<file path="src/bbx_map.svh">
// Encodings, file addresses, flag positions, reset values and timing counts for the core
`ifndef BBX_MAP_SVH
`define BBX_MAP_SVH
`define BBX_OSC_PER_CYC 4
`define BBX_PHASE_LAST 2'h3
`define BBX_OP_IDLE 12'h000
`define BBX_OP_LOAD_DIRECTION_LATCHES_HI 9'h000
`define BBX_OP_ADD_HI 6'h07
`define BBX_OP_AND_HI 6'h05
`define BBX_OP_BCLR_HI 4'h4
`define BBX_OP_BSET_HI 4'h5
`define BBX_OP_SKL_HI 4'h6
`define BBX_OP_SKH_HI 4'h7
`define BBX_OP_JUMP_HI 3'h5
`define BBX_OP_ANDL_HI 4'hE
`define BBX_ADDR_TICK 5'h01
`define BBX_ADDR_PCL 5'h02
`define BBX_ADDR_STATUS 5'h03
`define BBX_ADDR_IO 5'h06
`define BBX_LOAD_DIRECTION_LATCHES_IO 3'h6
`define BBX_FLAG_C 0
`define BBX_FLAG_HB 1
`define BBX_FLAG_Z 2
`define BBX_RST_PC 9'h000
`define BBX_RST_ACC 8'h00
`define BBX_RST_FLAGS 3'h0
`define BBX_RST_DIR 8'hFF
`define BBX_RST_LATCH 8'h00
`define BBX_PS_MAX 8'hFF
`endif

</file>
<file path="src/bbx_pkg.sv">
// Types shared by the byte and bit instruction core
package bbx_pkg;
  typedef enum logic [3:0] {
    OP_IDLE, OP_ADD, OP_AND, OP_ANDL, OP_BCLR, OP_BSET, OP_SKL, OP_SKH, OP_JUMP, OP_LOAD_DIRECTION_LATCHES
  } bbx_op_e;
  typedef struct packed {
    bbx_op_e op;
    logic dest;
    logic [4:0] faddr;
    logic [2:0] bsel;
    logic [8:0] lit;
  } bbx_instr_s;
endpackage : bbx_pkg

</file>
<file path="src/bbx_core.sv">
// Byte and bit instruction execution core with file space, port bank and tick counter
`timescale 1ns/10ps
`default_nettype none
`include "bbx_map.svh"
// Behaviour
// - Any program counter write except the absolute jump clears counter bit 8.
// - Read-modify-write of the I/O bank uses pin levels, not the latch.
// - Direction load with operand 6 copies accumulator into direction latches.
// - Writing the tick counter clears the prescaler when assigned; add and AND need dest one, bit set/clear always write.
// - Add sums accumulator and file register, updating carry, half carry, zero.
// - Destination bit zero targets accumulator; one targets the file register.
// - AND with file ANDs accumulator and register, routes by dest, sets zero only.
// - AND literal ANDs accumulator with 8-bit immediate into accumulator, sets zero.
// - Bit clear zeroes the chosen bit of the register; flags untouched.
// - Bit set ones the chosen bit of the register; flags untouched.
// - Skip-if-low discards the prefetched instruction when the bit is zero.
// - Skip-if-high discards the prefetched instruction when the bit is one.
// - An instruction cycle is four clocks; taken skips and jumps cost two cycles.
module bbx_core (
  // Clock and reset
  input wire logic i_mclk,
  input wire logic i_arst_n,
  // Program memory
  output logic [8:0] o_pc,
  input wire logic [11:0] i_instr,
  // Second I/O bank pins
  input wire logic [7:0] i_io_pin,
  output logic [7:0] o_io_out,
  output logic [7:0] o_io_oe,
  // Timer configuration and state
  input wire logic i_ps_to_tick,
  output logic [7:0] o_tick_count,
  output logic [7:0] o_prescale,
  // Core state
  output logic [7:0] o_acc,
  output logic [2:0] o_flags,
  output logic o_cyc_end
);
  function automatic bbx_pkg::bbx_instr_s bbx_decode(input logic [11:0] w);
    bbx_pkg::bbx_instr_s r;
    r.op = bbx_pkg::OP_IDLE;
    r.dest = w[5];
    r.faddr = w[4:0];
    r.bsel = w[7:5];
    r.lit = w[8:0];
    if (w[11:6] == `BBX_OP_ADD_HI) r.op = bbx_pkg::OP_ADD;
    else if (w[11:6] == `BBX_OP_AND_HI) r.op = bbx_pkg::OP_AND;
    else if (w[11:8] == `BBX_OP_BCLR_HI) r.op = bbx_pkg::OP_BCLR;
    else if (w[11:8] == `BBX_OP_BSET_HI) r.op = bbx_pkg::OP_BSET;
    else if (w[11:8] == `BBX_OP_SKL_HI) r.op = bbx_pkg::OP_SKL;
    else if (w[11:8] == `BBX_OP_SKH_HI) r.op = bbx_pkg::OP_SKH;
    else if (w[11:8] == `BBX_OP_ANDL_HI) r.op = bbx_pkg::OP_ANDL;
    else if (w[11:9] == `BBX_OP_JUMP_HI) r.op = bbx_pkg::OP_JUMP;
    // The all-zero word must stay idle, since flushed slots are refilled with it
    else if (w[11:3] == `BBX_OP_LOAD_DIRECTION_LATCHES_HI && w != `BBX_OP_IDLE) r.op = bbx_pkg::OP_LOAD_DIRECTION_LATCHES;
    return r;
  endfunction : bbx_decode

  logic [1:0] phase_q;
  logic cyc_en;
  logic [8:0] pc_q;
  logic [8:0] pc_d;
  bbx_pkg::bbx_instr_s ir_q;
  logic [7:0] acc_q;
  logic [2:0] flags_q;
  logic [2:0] flags_d;
  logic [7:0] dir_q;
  logic [7:0] latch_q;
  logic [7:0] tick_q;
  logic [7:0] ps_q;
  logic [7:0] pin_m;
  logic [7:0] pin_s;
  logic [7:0] ram_rd;
  logic [7:0] fval;
  logic [7:0] res;
  logic [8:0] sum;
  logic [4:0] hsum;
  logic wr_file;
  logic wr_acc;
  logic bit_val;
  logic skip;
  logic flush;
  logic tick_wr;

  // The four-phase divider gives the instruction cycle; data settles in the middle phases
  always_ff @(posedge i_mclk or negedge i_arst_n)
  begin
    if (!i_arst_n) phase_q <= 2'h0;
    else phase_q <= phase_q + 2'h1;
  end
  assign cyc_en = (phase_q == `BBX_PHASE_LAST);

  // Pins come from outside the clock domain
  always_ff @(posedge i_mclk or negedge i_arst_n)
  begin
    if (!i_arst_n)
    begin
      pin_m <= 8'h00;
      pin_s <= 8'h00;
    end
    else
    begin
      pin_m <= i_io_pin;
      pin_s <= pin_m;
    end
  end

  bbx_file_ram u_ram (
    .i_mclk(i_mclk),
    .i_we(cyc_en && wr_file && (ir_q.faddr > `BBX_ADDR_IO)),
    .i_waddr(ir_q.faddr),
    .i_wdata(res),
    .i_raddr(ir_q.faddr),
    .o_rdata_q(ram_rd)
  );

  // Operand fetch from the file space
  always_comb
  begin
    unique case (ir_q.faddr)
      `BBX_ADDR_TICK: fval = tick_q;
      `BBX_ADDR_PCL: fval = pc_q[7:0];
      `BBX_ADDR_STATUS: fval = {5'h00, flags_q};
      `BBX_ADDR_IO: fval = pin_s;
      default: fval = ram_rd;
    endcase
  end

  // Execute
  always_comb
  begin
    sum = {1'b0, acc_q} + {1'b0, fval};
    hsum = {1'b0, acc_q[3:0]} + {1'b0, fval[3:0]};
    res = fval;
    wr_file = 1'b0;
    wr_acc = 1'b0;
    flags_d = flags_q;
    bit_val = fval[ir_q.bsel];
    skip = 1'b0;
    unique case (ir_q.op)
      bbx_pkg::OP_ADD:
      begin
        res = sum[7:0];
        flags_d[`BBX_FLAG_C] = sum[8];
        flags_d[`BBX_FLAG_HB] = hsum[4];
        flags_d[`BBX_FLAG_Z] = (sum[7:0] == 8'h00);
        wr_file = ir_q.dest;
        wr_acc = !ir_q.dest;
      end
      bbx_pkg::OP_AND:
      begin
        res = acc_q & fval;
        flags_d[`BBX_FLAG_Z] = ((acc_q & fval) == 8'h00);
        wr_file = ir_q.dest;
        wr_acc = !ir_q.dest;
      end
      bbx_pkg::OP_ANDL:
      begin
        res = acc_q & ir_q.lit[7:0];
        flags_d[`BBX_FLAG_Z] = ((acc_q & ir_q.lit[7:0]) == 8'h00);
        wr_acc = 1'b1;
      end
      bbx_pkg::OP_BCLR:
      begin
        res[ir_q.bsel] = 1'b0;
        wr_file = 1'b1;
      end
      bbx_pkg::OP_BSET:
      begin
        res[ir_q.bsel] = 1'b1;
        wr_file = 1'b1;
      end
      bbx_pkg::OP_SKL: skip = !bit_val;
      bbx_pkg::OP_SKH: skip = bit_val;
      default: res = fval;
    endcase
    // A write to the status register loses to the flag update of the same op
    if (wr_file && ir_q.faddr == `BBX_ADDR_STATUS && ir_q.op != bbx_pkg::OP_ADD
        && ir_q.op != bbx_pkg::OP_AND)
    begin
      flags_d = res[2:0];
    end
    if (wr_file && ir_q.faddr == `BBX_ADDR_STATUS && ir_q.op == bbx_pkg::OP_AND)
    begin
      flags_d = {flags_d[`BBX_FLAG_Z], res[1:0]};
    end
  end

  assign tick_wr = wr_file && (ir_q.faddr == `BBX_ADDR_TICK);

  // Program counter; a taken skip, jump or counter write refetches, costing a cycle
  always_comb
  begin
    pc_d = pc_q + 9'h001;
    flush = skip;
    if (ir_q.op == bbx_pkg::OP_JUMP)
    begin
      pc_d = ir_q.lit;
      flush = 1'b1;
    end
    else if (wr_file && ir_q.faddr == `BBX_ADDR_PCL)
    begin
      pc_d = {1'b0, res};
      flush = 1'b1;
    end
  end

  always_ff @(posedge i_mclk or negedge i_arst_n)
  begin
    if (!i_arst_n)
    begin
      pc_q <= `BBX_RST_PC;
      ir_q <= '{op: bbx_pkg::OP_IDLE, default: '0};
    end
    else if (cyc_en)
    begin
      pc_q <= pc_d;
      ir_q <= flush ? bbx_decode(`BBX_OP_IDLE) : bbx_decode(i_instr);
    end
  end

  always_ff @(posedge i_mclk or negedge i_arst_n)
  begin
    if (!i_arst_n)
    begin
      acc_q <= `BBX_RST_ACC;
      flags_q <= `BBX_RST_FLAGS;
    end
    else if (cyc_en)
    begin
      if (wr_acc) acc_q <= res;
      flags_q <= flags_d;
    end
  end

  // Port bank latches; the written value started from the pin levels
  always_ff @(posedge i_mclk or negedge i_arst_n)
  begin
    if (!i_arst_n)
    begin
      latch_q <= `BBX_RST_LATCH;
      dir_q <= `BBX_RST_DIR;
    end
    else if (cyc_en)
    begin
      if (wr_file && ir_q.faddr == `BBX_ADDR_IO) latch_q <= res;
      if (ir_q.op == bbx_pkg::OP_LOAD_DIRECTION_LATCHES && ir_q.lit[2:0] == `BBX_LOAD_DIRECTION_LATCHES_IO)
      begin
        dir_q <= acc_q;
      end
    end
  end

  // Tick counter with optional prescaler
  always_ff @(posedge i_mclk or negedge i_arst_n)
  begin
    if (!i_arst_n)
    begin
      tick_q <= 8'h00;
      ps_q <= 8'h00;
    end
    else if (cyc_en)
    begin
      if (tick_wr)
      begin
        tick_q <= res;
        if (i_ps_to_tick) ps_q <= 8'h00;
      end
      else if (i_ps_to_tick)
      begin
        ps_q <= ps_q + 8'h01;
        if (ps_q == `BBX_PS_MAX) tick_q <= tick_q + 8'h01;
      end
      else
      begin
        tick_q <= tick_q + 8'h01;
      end
    end
  end

  assign o_pc = pc_q;
  assign o_io_out = latch_q;
  assign o_io_oe = ~dir_q;
  assign o_tick_count = tick_q;
  assign o_prescale = ps_q;
  assign o_acc = acc_q;
  assign o_flags = flags_q;
  assign o_cyc_end = cyc_en;
endmodule : bbx_core
`default_nettype wire

</file>
<file path="src/bbx_file_ram.sv">
// 32 x 8 general file register store with registered read data
`timescale 1ns/10ps
`default_nettype none
module bbx_file_ram (
  // Clock
  input wire logic i_mclk,
  // Write port
  input wire logic i_we,
  input wire logic [4:0] i_waddr,
  input wire logic [7:0] i_wdata,
  // Read port
  input wire logic [4:0] i_raddr,
  output logic [7:0] o_rdata_q
);
  logic [7:0] mem [0:31];

  always_ff @(posedge i_mclk)
  begin
    if (i_we)
    begin
      mem[i_waddr] <= i_wdata;
    end
  end

  always_ff @(posedge i_mclk)
  begin
    o_rdata_q <= mem[i_raddr];
  end
endmodule : bbx_file_ram
`default_nettype wire

</file>
<file path="config.mk">
export PLATFORM = sky130hd
export DESIGN_NAME = bbx_core
export DESIGN_NICKNAME = d
export VERILOG_FILES = /design/src/bbx_pkg.sv /design/src/bbx_core.sv /design/src/bbx_file_ram.sv
export VERILOG_INCLUDE_DIRS = /design/src
export SDC_FILE = /design/constraint.sdc
export NUM_CORES = 1
export LEC_CHECK = 0
export BUFFER_PORTS_ARGS = -buffer_cell sky130_fd_sc_hd__buf_2
export CAP_MARGIN = 25
export CORE_ASPECT_RATIO = 1.1
export CORE_MARGIN = 2
export CORE_UTILIZATION = 36
export DETAILED_ROUTE_END_ITERATION = 6
export GPL_TIMING_DRIVEN = 0
export SLEW_MARGIN = 25
export SYNTH_ARGS = -nofsm -noshare
export SYNTH_HDL_FRONTEND = slang
export SYNTH_SLANG_ARGS = --single-unit
export TNS_END_PERCENT = 100
</file>
<file path="constraint.sdc">
create_clock -name i_mclk -period 5 [get_ports i_mclk]
set_input_delay 0.75 -clock i_mclk [delete_from_list [all_inputs] [get_ports i_mclk]]
set_output_delay 0.75 -clock i_mclk [all_outputs]
set_load 0.05 [all_outputs]
</file>
==> results of run 1 <==
-- power breakdown --
| group | internal, mW | total (mW) | switching, mW |
|---|---|---|---|
| clock network | 1.50 | 2.58 | 1.08 |
| logic | 1.83 | 5.85 | 4.02 |
| registers | 4.47 | 4.82 | 0.350 |
| total | 7.79 | 13.2 | 5.45 |
-- path summary, 6_finish.rpt --
check                      depth (start not counted)         from          endpoint  slack (ps)
setup / recovery                                  12      ir_q[4]  u_ram.mem[27][3]         170
hold / removal                                     1     i_arst_n     o_prescale[4]         100
setup reg to reg                                  12      ir_q[4]  u_ram.mem[27][3]         170
hold reg to reg                                    0     pin_m[1]          pin_s[1]         350
max in group asynchronous                          2     i_arst_n          dir_q[0]        4240
min in group i_mclk                                1  i_io_pin[6]          pin_m[6]         330
-- per-layer routing --
metal,global-route usage,wire [um]
met1,0.244,17100
met3,0.0346,2620
met5,0,0
met2,0.322,21000
met4,0.0657,1430
-- kinds of logic after synthesis --
group	synth area share
buffers and inverters	0.0278
multiplexers	0.105
flip-flops	0.643
AO/OA/AOI/OAI	0.109
AND/OR/NAND/NOR	0.0976
adder cells (fa/ha/maj)	0.0117
XOR/XNOR	0.00510
other	0.000243
-- through the flow --
stage	instance area [sq um]	instances
6_report	18100	1854
5_1_grt	18100	1854
4_1_cts	18100	1854
3_5_place_dp	17000	1788
3_3_place_gp	16700	1782
2_1_floorplan	15700	1141
-- synth_stat cells (8+ instances only) --
cell type | count | area share
sky130_fd_sc_hd__dfrtp_1 | 75 | 0.12
sky130_fd_sc_hd__nand2_1 | 75 | 0.018
sky130_fd_sc_hd__clkbuf_1 | 35 | 0.0085
sky130_fd_sc_hd__dfxtp_1 | 8 | 0.010
sky130_fd_sc_hd__o221ai_1 | 8 | 0.0045
sky130_fd_sc_hd__a22o_1 | 10 | 0.0057
sky130_fd_sc_hd__a22oi_1 | 15 | 0.0073
sky130_fd_sc_hd__buf_2 | 19 | 0.0062
sky130_fd_sc_hd__edfxtp_1 | 256 | 0.50
sky130_fd_sc_hd__o2111ai_1 | 8 | 0.0045
sky130_fd_sc_hd__nand4_1 | 10 | 0.0040
sky130_fd_sc_hd__o21ai_0 | 47 | 0.015
sky130_fd_sc_hd__and3_1 | 29 | 0.012
sky130_fd_sc_hd__a311o_1 | 9 | 0.0058
sky130_fd_sc_hd__mux2_2 | 12 | 0.0087
sky130_fd_sc_hd__nor2_1 | 60 | 0.015
sky130_fd_sc_hd__ha_1 | 12 | 0.0097
sky130_fd_sc_hd__a21oi_1 | 57 | 0.018
sky130_fd_sc_hd__inv_1 | 35 | 0.0085
sky130_fd_sc_hd__dfstp_2 | 8 | 0.014
sky130_fd_sc_hd__nand3_1 | 30 | 0.0097
sky130_fd_sc_hd__a31oi_1 | 21 | 0.0085
sky130_fd_sc_hd__nor2b_1 | 20 | 0.0081
sky130_fd_sc_hd__nor3_1 | 12 | 0.0039
sky130_fd_sc_hd__a211oi_1 | 8 | 0.0039
sky130_fd_sc_hd__mux4_2 | 64 | 0.093
-- cell usage in the layout, fill, tap and decap left out, types with 5 or more instances in the layout --
| cell type | instances |
|---|---|
| sky130_fd_sc_hd__a22oi_1 | 15 |
| sky130_fd_sc_hd__nand3b_1 | 6 |
| sky130_fd_sc_hd__clkinv_1 | 9 |
| sky130_fd_sc_hd__a21oi_1 | 56 |
| sky130_fd_sc_hd__nor3_1 | 12 |
| sky130_fd_sc_hd__nor3b_1 | 5 |
| sky130_fd_sc_hd__nand2_1 | 75 |
| sky130_fd_sc_hd__nor2_1 | 60 |
| sky130_fd_sc_hd__dfstp_2 | 8 |
| sky130_fd_sc_hd__o2111ai_1 | 8 |
| sky130_fd_sc_hd__a311o_1 | 9 |
| sky130_fd_sc_hd__clkbuf_1 | 49 |
| sky130_fd_sc_hd__nand4_1 | 10 |
| sky130_fd_sc_hd__mux2_2 | 12 |
| sky130_fd_sc_hd__inv_1 | 32 |
| sky130_fd_sc_hd__dfrtp_1 | 75 |
| sky130_fd_sc_hd__clkbuf_16 | 39 |
| sky130_fd_sc_hd__nor2b_1 | 20 |
| sky130_fd_sc_hd__or3_1 | 6 |
| sky130_fd_sc_hd__o21ai_0 | 47 |
| sky130_fd_sc_hd__ha_1 | 12 |
| sky130_fd_sc_hd__and3_1 | 29 |
| sky130_fd_sc_hd__a31oi_1 | 21 |
| sky130_fd_sc_hd__nor4_1 | 5 |
| sky130_fd_sc_hd__a211oi_1 | 7 |
| sky130_fd_sc_hd__dfxtp_1 | 8 |
| sky130_fd_sc_hd__mux4_2 | 64 |
| sky130_fd_sc_hd__buf_2 | 93 |
| sky130_fd_sc_hd__conb_1 | 56 |
| sky130_fd_sc_hd__buf_4 | 7 |
| sky130_fd_sc_hd__a21o_1 | 5 |
| sky130_fd_sc_hd__a221oi_1 | 7 |
| sky130_fd_sc_hd__o221ai_1 | 5 |
| sky130_fd_sc_hd__nand2b_1 | 7 |
| sky130_fd_sc_hd__edfxtp_1 | 256 |
| sky130_fd_sc_hd__a22o_1 | 10 |
| sky130_fd_sc_hd__xnor2_1 | 5 |
| sky130_fd_sc_hd__nand3_1 | 30 |
-- state kept, by name (all words and copies together) (netlist names) --
register	cells
o_io_out	8
u_ram.o_rdata_q	8
dir_q	8
o_flags	3
ir_q	13
o_acc	8
pin_s	8
phase_q	2
o_tick_count	8
o_prescale	8
u_ram.mem	256
o_pc	9
pin_m	8
-- worst register-to-register path: stages, from the launching register on --
cell and delay, ps:
sky130_fd_sc_hd__dfrtp_1 440, sky130_fd_sc_hd__clkbuf_1 360, sky130_fd_sc_hd__nor2_1 290, sky130_fd_sc_hd__o21ai_0 150, sky130_fd_sc_hd__o32ai_2 660, sky130_fd_sc_hd__inv_1 100
sky130_fd_sc_hd__ha_1 310, sky130_fd_sc_hd__a21o_1 180, sky130_fd_sc_hd__a211oi_1 330, sky130_fd_sc_hd__o31ai_1 170, sky130_fd_sc_hd__nor2_1 480, sky130_fd_sc_hd__or2_2 350
sky130_fd_sc_hd__clkinvlp_4 550
-- area by class of cell --
cell class / count / area (sq um) / share of cell area
Sequential cell: 347 / 9930 / 0.550
Multi-Input combinational cell: 694 / 5380 / 0.298
Clock buffer: 54 / 1040 / 0.0577
Tap cell: 567 / 709 / 0.0392
Timing Repair Buffer: 80 / 499 / 0.0276
Buffer: 63 / 290 / 0.0161
Inverter: 37 / 143 / 0.00789
Clock inverter: 12 / 78.8 / 0.00436
==> impl_metrics.tcl, run 1 <==
set metrics [dict create \
    remaining_drc_errors 0 \
    finish.net_count 1297 \
    vias_per_cell 5.55 \
    synth_seq_area_share 0.643 \
    cts_num_sinks 347 \
    max_cap_violations 0 \
    rsz_0062_raised_after_global_routing "no" \
    finalClockSkew_ps 13.2 \
    area_growth_syn_to_layout_pct 17.0 \
    postSynthAreaPerCell_sq_um 14.2 \
    syn_inst 1086 \
    floorplan.die.width_um 202 \
    synth.yosys.warnings 0 \
    first_pass_iters 5 \
    place_worst_setup_slack_ps -34.5 \
    post_synthesis_instance_area_sq_mm 0.0155 \
    number_of_flops_mapped_to_enable_cells_by_yosys 256 \
    worst_path_max_delay_cell "sky130_fd_sc_hd__o32ai_2" \
    max_stage_delay_ps 660 \
    final_period_minus_worst_setup_slack_ps 4830 \
    pin_count_of_the_biggest_net_entering_global_routing 54 \
    timing.critical_path.cells "clkbuf_1 -> nor2_1 -> o21ai_0 -> o32ai_2 -> inv_1 -> ha_1 -> a21o_1 -> a211oi_1 -> o31ai_1 -> nor2_1 -> or2_2 -> clkinvlp_4" \
    cp.buffers_inverters 3 \
    cts.clk_slew.worst_paths_ps 60 \
    pin_count 76 \
    async_flop_share 0.239 \
    yosys_most_used_dff "sky130_fd_sc_hd__edfxtp_1" \
    cts_setup_buffers 0 \
    finalSetupViolCount 0 \
    powerDensity_mw_per_mm2 732 \
    ctsHtreeMaxLevel 2 \
    worst_ep_arrival_time_ps 4900 \
    final_core_util 0.427 \
    detailroute.via_count 10300 \
    initialDrtViolationCount 1005 \
    most_prevalent_standard_cell_on_the_critical_path "sky130_fd_sc_hd__nor2_1" \
    cp.required_ps 5070 \
    grt_pass1_wl_um 64700 \
    post_route_cells_drive_above_1_share 0.205 \
    worst_path_top_cell_family_by_delay "compound AO/OA/AOI/OAI gates" \
    grt_util_all_layers 0.190 \
    post_route_wl_um 42100 \
    synthDistinctLibCells 84 \
    setup_slack_ps 166 \
    hp-class "in -> async" \
    startpoint_class "flip-flop" \
    design.die.area_sq_mm 0.0446 \
    drt.antenna.violating_nets 0 \
    slew-limit-headroom 0.266 \
    buffer_depth_of_the_longest_clock_path 3 \
    totalNegativeSetupSlack_ps 0 \
    numCtsBuffers 38 \
    hold_violations 0 \
    yosys_register_bits 347 \
    gr-total-overflow 0 \
    vias_in_the_first_global_route 10400 \
    worst-setup-path-type "reg -> reg" \
    crit_path_max_fanout 32 \
    result_of_the_run "complete, no violations" \
    p_leak_nw 6.46 \
    place_congestion 0.918 \
    design_power_total_mw 13.2 \
    clk_root_buffer_cell "sky130_fd_sc_hd__clkbuf_16" \
    std_cell_rows 79 \
    antenna_cells 0 \
    whs_ps 100 \
    worst_ir_drop_vdd_mv 0.349 \
    tritoncts_clock_tree "yes" \
    setup.worst_path.end_class "flip-flop" \
    io_buffer_count 74 \
    antenna_violations_before_repair 0 \
    clkLatencyLatePin_ps 530 \
    cts_hold_buffers 0 \
    fp.coreArea_sq_mm 0.0423 \
    initial_utilization 0.365 \
    die_h_um 221 \
    drt-wirelength-per-cell_um 22.7 \
    fill_cells 3918 \
    fmax_mhz 207 \
    timing.final.crit_share 0.967 \
    hpwlAfterDp_um 29200 \
    worst_pin_slew_ps 1100 \
    slew_violations 0 \
    postCtsResizedCells 1 \
]
(Power assumes the default switching activity.)
==> run 2, diff against run 1 <==
Settings changed: ABC_AREA from default to 1.
==> run 2 against run 1 <==
Net effect:
- register-to-register slack improved by 420 ps
- power decreased by 35%
- worst hold slack better by 9.9 ps
- combinational power shrank 64%
- area after synthesis down 3.2%
- sequential share of layout area increased by 1.4 points
- setup slack gained 420 ps
- via count is 5.5% higher
- design area fell by 2.4%
- largest power group is now registers
- highest routed layer unchanged
==> impl_metrics.tcl, run 2 <==
set metrics [dict create \
    result_of_the_run "complete, no violations" \
    grt_pass1_wl_um 62700 \
    most_prevalent_standard_cell_on_the_critical_path "sky130_fd_sc_hd__nand2_1" \
    final_core_util 0.429 \
    finalSetupViolCount 0 \
    route.met3.wl_um 2270 \
    totalNegativeSetupSlack_ps 0 \
    place_worst_setup_slack_ps 676 \
    worst_ir_drop_vdd_mv 0.218 \
    powerDensity_mw_per_mm2 490 \
    detailroute.via_count 10900 \
    max_stage_delay_ps 660 \
    setup.worst_path.end_class "flip-flop" \
    fp.coreArea_sq_mm 0.0411 \
    post_route_wl_um 41000 \
    finish.net_count 1549 \
    area_growth_syn_to_layout_pct 17.9 \
    final_period_minus_worst_setup_slack_ps 4420 \
    largest-register "u_ram.mem" \
    cts.clk_slew.worst_paths_ps 60 \
    ctsHtreeMaxLevel 2 \
    antenna_cells 0 \
    floorplan.die.width_um 198 \
    synthDistinctLibCells 51 \
    p_leak_nw 6.94 \
    final_cell_mix "sky130_fd_sc_hd__edfxtp_1 (256), sky130_fd_sc_hd__nand2_1 (255), sky130_fd_sc_hd__a22oi_1 (129)" \
    clk_root_buffer_cell "sky130_fd_sc_hd__clkbuf_16" \
    vias_per_cell 5.17 \
    crit_path_max_fanout 33 \
    rsz_0062_raised_after_global_routing "no" \
    gr-total-overflow 0 \
    initial_utilization 0.364 \
    postCtsResizedCells 0 \
    synth.cells.most_frequent "sky130_fd_sc_hd__nand2_1 (258), sky130_fd_sc_hd__edfxtp_1 (256), sky130_fd_sc_hd__a22oi_1 (129)" \
    buffer_depth_of_the_longest_clock_path 3 \
    cts_num_sinks 347 \
    synth_seq_area_share 0.664 \
    yosysTopAreaCellShare 0.514 \
    cts_setup_buffers 0 \
    synth_area_leader_cell "sky130_fd_sc_hd__edfxtp_1" \
    cts_hold_buffers 0 \
    worst_ep_arrival_time_ps 4870 \
    timing.final.crit_share 0.883 \
    vias_in_the_first_global_route 10700 \
    antenna_violations_before_repair 1 \
    slew_violations 0 \
    yosys_register_bits 347 \
    worst_path_top_cell_family_by_delay "simple AND/OR/NAND/NOR gates" \
    slew-limit-headroom 0.354 \
    std_cell_rows 78 \
    place_congestion 0.952 \
    timing.critical_path.cells "clkbuf_2 -> nor2_8 -> nand2_1 -> nor2_2 -> nand2_1 -> nand2_1 -> inv_1 -> nand2_1 -> and2_1 -> ha_1 -> inv_1 -> fa_1 -> inv_1 -> nand4_1 -> o211ai_1 -> or2_2 -> nand3_1 -> nand3_1 -> nand2_1 -> inv_2 -> nand2_1 -> a21oi_1" \
    hpwlAfterDp_um 28700 \
    clkLatencyLatePin_ps 540 \
    hold_violations 0 \
    design_power_total_mw 8.64 \
    wl_met1_um 18000 \
    remaining_drc_errors 0 \
    dr_wl_met2_um 19200 \
    design.die.area_sq_mm 0.0432 \
    tritoncts_clock_tree "yes" \
    drt.antenna.violating_nets 0 \
    postSynthAreaPerCell_sq_um 11.2 \
    worst_path_max_delay_cell "sky130_fd_sc_hd__inv_2" \
    io_buffer_count 75 \
    top_layer_used "met4" \
    netlist_top_cells_area "sky130_fd_sc_hd__edfxtp_1 (51%), sky130_fd_sc_hd__dfrtp_1 (13%), sky130_fd_sc_hd__a22oi_1 (6.5%)" \
    cp.buffers_inverters 5 \
    pin_count 76 \
    yosysMostFrequentCell "sky130_fd_sc_hd__nand2_1" \
    commonest_non_fill_non_tap_cell_in_the_layout "sky130_fd_sc_hd__edfxtp_1" \
    initialDrtViolationCount 996 \
    worst_pin_slew_ps 965 \
    yosys_most_used_dff "sky130_fd_sc_hd__edfxtp_1" \
    number_of_flops_mapped_to_enable_cells_by_yosys 256 \
    post_route_cells_drive_above_1_share 0.128 \
    pin_count_of_the_biggest_net_entering_global_routing 49 \
    synth.yosys.warnings 0 \
    startpoint_class "flip-flop" \
    worst-setup-path-type "reg -> reg" \
    numCtsBuffers 38 \
    post_synthesis_instance_area_sq_mm 0.0150 \
    async_flop_share 0.239 \
    first_pass_iters 5 \
    die_h_um 218 \
    setup_slack_ps 583 \
    syn_inst 1333 \
    fmax_mhz 226 \
    grt_util_all_layers 0.191 \
    cp.required_ps 5450 \
    finalClockSkew_ps 11.6 \
    largest_reg_flops 256 \
    max_cap_violations 0 \
    hp-class "in -> async" \
    drt-wirelength-per-cell_um 19.5 \
]
## run 2: cell types whose count changed in the layout (fill, tap and decap cells not counted), sizes merged, moves of 18 or more
cell / delta
a22oi: +114
nand2: +183
nor2b: -20
nand4: +22
nand3: +18
mux4: -64
a31oi: -18
inv: +96
a21oi: +31
and3: -29
nor2: +22
## run 2: stage by stage
stage | area, sq um | cells | hold slack, ps
3_5_place_dp | 16400 | 2033 | 336
2_1_floorplan | 15200 | 1388 | 331
4_1_cts | 17600 | 2098 | 114
3_3_place_gp | 16200 | 2023 | 335
6_report | 17600 | 2098 | 110
5_1_grt | 17600 | 2098 | 128
## run 2: final cells by class
cell class	count	area (sq um)
fill	3907	23500
sequential	347	9930
multi-input combinational	855	4520
clock buffer	47	1000
tap	560	701
timing repair buffer	85	556
inverter	132	495
buffer	54	235
clock inverter	18	189
## run 2: routing by layer
metal / vias to the layer above / GRT usage
met2: 357 / 0.307
met4: 0 / 0.0837
met3: 87 / 0.0298
li1: 5076 / -
met1: 5331 / 0.257
met5: - / 0
## run 2: where the power goes
group,total (mW),switching (mW),internal (mW)
combinational,2.10,1.55,0.553
clock,2.69,1.11,1.59
sequential,3.85,0.251,3.59
## run 2: worst paths after layout
path	from	endpoint	slack (ps)	cells after the start
max	ir_q[4]	o_pc[6]	580	22
min	i_arst_n	o_prescale[3]	110	1
max reg2reg	ir_q[4]	o_pc[6]	580	22
min reg2reg	pin_m[5]	pin_s[5]	340	0
max in group asynchronous	i_arst_n	dir_q[5]	4260	2
min in group i_mclk	i_io_pin[5]	pin_m[5]	320	1
## run 2: kinds of logic after synthesis
logic type | Yosys count | share of synthesized area
simple gates | 475 | 0.139
flops | 347 | 0.664
compound gates | 294 | 0.126
buf+inv | 186 | 0.0489
xor+xnor | 17 | 0.00996
fa+ha+maj | 13 | 0.0114
other cells | 1 | 0.000251
==> run 3, diff against run 2 <==
Settings changed: CORE_MARGIN 2 to 1.5, GPL_ROUTABILITY_DRIVEN from default to 1.
==> run 3 against run 2 <==
Net effect:
- largest cell class unchanged
- worst hold slack improved by 10 ps
- combinational power barely moved
- die area is 0.96% lower
- power about the same
==> impl_metrics.tcl, run 3 (synthesized netlist as in run 2, its figures left out) <==
set metrics [dict create \
    slew-limit-headroom 0.387 \
    timing.final.crit_share 0.870 \
    r2r.worst_path.cells 22 \
    fmax_mhz 230 \
    regArea_sq_mm 0.00993 \
    first_pass_iters 7 \
    slew_violations 0 \
    multiInputGateArea_sq_mm 0.00452 \
    remaining_drc_errors 0 \
    clock_power_share 0.315 \
    power.share.sequential 0.444 \
    antenna_cells 0 \
    drt-wirelength-per-cell_um 19.9 \
    whs_ps 120 \
    combPwrFrac 0.242 \
    finalSetupViolCount 0 \
    design_power_total_mw 8.65 \
    initial_utilization 0.364 \
    std_cell_rows 78 \
    vias_in_the_first_global_route 10500 \
    p_sw_frac 0.340 \
    finalClockSkew_ps 17.7 \
    numCtsBuffers 38 \
    buffer_depth_of_the_longest_clock_path 3 \
    final_cell_mix "sky130_fd_sc_hd__edfxtp_1 (256), sky130_fd_sc_hd__nand2_1 (255), sky130_fd_sc_hd__a22oi_1 (129)" \
    final_period_minus_worst_setup_slack_ps 4350 \
    reg2reg_to "o_pc[6]" \
    io_buffer_count 75 \
    drt.antenna.violating_nets 0 \
    largest_reg_flops 256 \
    crit_end "o_pc[6]" \
    largest-register "u_ram.mem" \
    result_of_the_run "complete, no violations" \
    p_leak_nw 6.92 \
    hp-class "in -> async" \
    internal-power_mw 5.71 \
    clk_root_buffer_cell "sky130_fd_sc_hd__clkbuf_16" \
    fill_cells 3875 \
    post_route_cells_drive_above_1_share 0.130 \
    post_route_wl_um 41800 \
    cts_hold_buffers 0 \
    clkLatencyLatePin_ps 540 \
    detailroute.via_count 10900 \
    design.die.area_sq_mm 0.0428 \
    cp.required_ps 5450 \
    worst_pin_slew_ps 912 \
    finish.net_count 1548 \
    critical_path_launch_point "ir_q[4]" \
    ctsHtreeMaxLevel 2 \
    cts.clk_slew.worst_paths_ps 60 \
    crit_path_max_fanout 33 \
    commonest_non_fill_non_tap_cell_in_the_layout "sky130_fd_sc_hd__edfxtp_1" \
    die_h_um 217 \
    cts_num_sinks 347 \
    max_cap_violations 0 \
    postCtsResizedCells 0 \
    floorplan.die.width_um 197 \
    startpoint_class "flip-flop" \
    r2r_setup_slack_ps 650 \
    cts_setup_buffers 0 \
    pin_count_of_the_biggest_net_entering_global_routing 47 \
    gr-total-overflow 0 \
    rsz_0062_raised_after_global_routing "no" \
    grt_pass1_wl_um 63100 \
    worstReg2RegStart "ir_q[4]" \
    powerDensity_mw_per_mm2 491 \
    hold_violations 0 \
    pin_count 76 \
    setup.worst_path.end_class "flip-flop" \
    hpwlAfterDp_um 28800 \
    initialDrtViolationCount 953 \
    tritoncts_clock_tree "yes" \
    place_congestion 0.972 \
    worst_ep_arrival_time_ps 4800 \
    worst-setup-path-type "reg -> reg" \
    fp.coreArea_sq_mm 0.0411 \
    area_growth_syn_to_layout_pct 17.7 \
    antenna_violations_before_repair 1 \
    switchingPower_mw 2.94 \
    vias_per_cell 5.19 \
    grt_util_all_layers 0.196 \
    worst_ir_drop_vdd_mv 0.227 \
]
## run 3: worst max-delay path, stage by stage (launching register included)
cell	delay (ps)
sky130_fd_sc_hd__dfrtp_1	360
sky130_fd_sc_hd__clkbuf_2	230
sky130_fd_sc_hd__nor2_8	210
sky130_fd_sc_hd__nand2_1	110
sky130_fd_sc_hd__nor2_2	300
sky130_fd_sc_hd__nand2_1	140
sky130_fd_sc_hd__nand2_1	80
sky130_fd_sc_hd__inv_1	40
sky130_fd_sc_hd__nand2_1	80
sky130_fd_sc_hd__and2_1	190
sky130_fd_sc_hd__ha_1	220
sky130_fd_sc_hd__inv_1	90
sky130_fd_sc_hd__fa_1	400
sky130_fd_sc_hd__inv_1	90
sky130_fd_sc_hd__nand4_1	90
sky130_fd_sc_hd__o211ai_1	120
sky130_fd_sc_hd__or2_2	160
sky130_fd_sc_hd__nand3_1	70
sky130_fd_sc_hd__nand3_1	90
sky130_fd_sc_hd__nand2_1	290
sky130_fd_sc_hd__inv_2	630
sky130_fd_sc_hd__nand2_1	110
sky130_fd_sc_hd__a21oi_1	150
## run 3: area by class of cell
class / count / share of cell area
Buffer: 54 / 0.0134
Clock buffer: 60 / 0.0628
Clock inverter: 10 / 0.00583
Inverter: 132 / 0.0281
Multi-Input combinational cell: 855 / 0.257
Sequential cell: 347 / 0.564
Tap cell: 560 / 0.0398
Timing Repair Buffer: 84 / 0.0291
## run 3: worst min-delay path by stage
stage          startpoint            end  cells after the start
2_1_floorplan    pin_m[0]       pin_s[0]                      0
3_3_place_gp     pin_m[4]       pin_s[4]                      0
3_5_place_dp     pin_m[5]       pin_s[5]                      0
4_1_cts          i_arst_n    o_io_out[0]                      1
5_1_grt          i_arst_n  o_prescale[4]                      1
6_report         i_arst_n  o_prescale[0]                      1
## run 3: layer usage
metal	part of all wire	vias up	global-route usage
met3	0.065	90	0.0302
li1	-	5081	-
met2	0.47	411	0.316
met4	0.039	0	0.0824
met1	0.43	5317	0.263
met5	0	-	0
## run 3: power groups by stage
stage	logic (mW)	clock network, mW	registers (mW)
floorplan	0.905	0	4.22
global placement	1.96	0	3.91
detailed placement	2.09	0	3.89
CTS	2.09	2.77	3.84
global route	2.26	2.89	3.86
finish	2.09	2.72	3.84
## run 3: through the flow
step | worst slack (ps) | TNS (ps) | std cells | util | area (sq um)
floorplan | 1310 | 0 | 1388 | - | 15200
global placement | -1170 | -43030 | 2023 | 0.395 | 16200
detailed placement | 729 | 0 | 2032 | 0.399 | 16400
CTS | 699 | 0 | 2102 | 0.428 | 17600
global route | 347 | 0 | 2102 | 0.428 | 17600
finish | 651 | 0 | 2102 | 0.428 | 17600
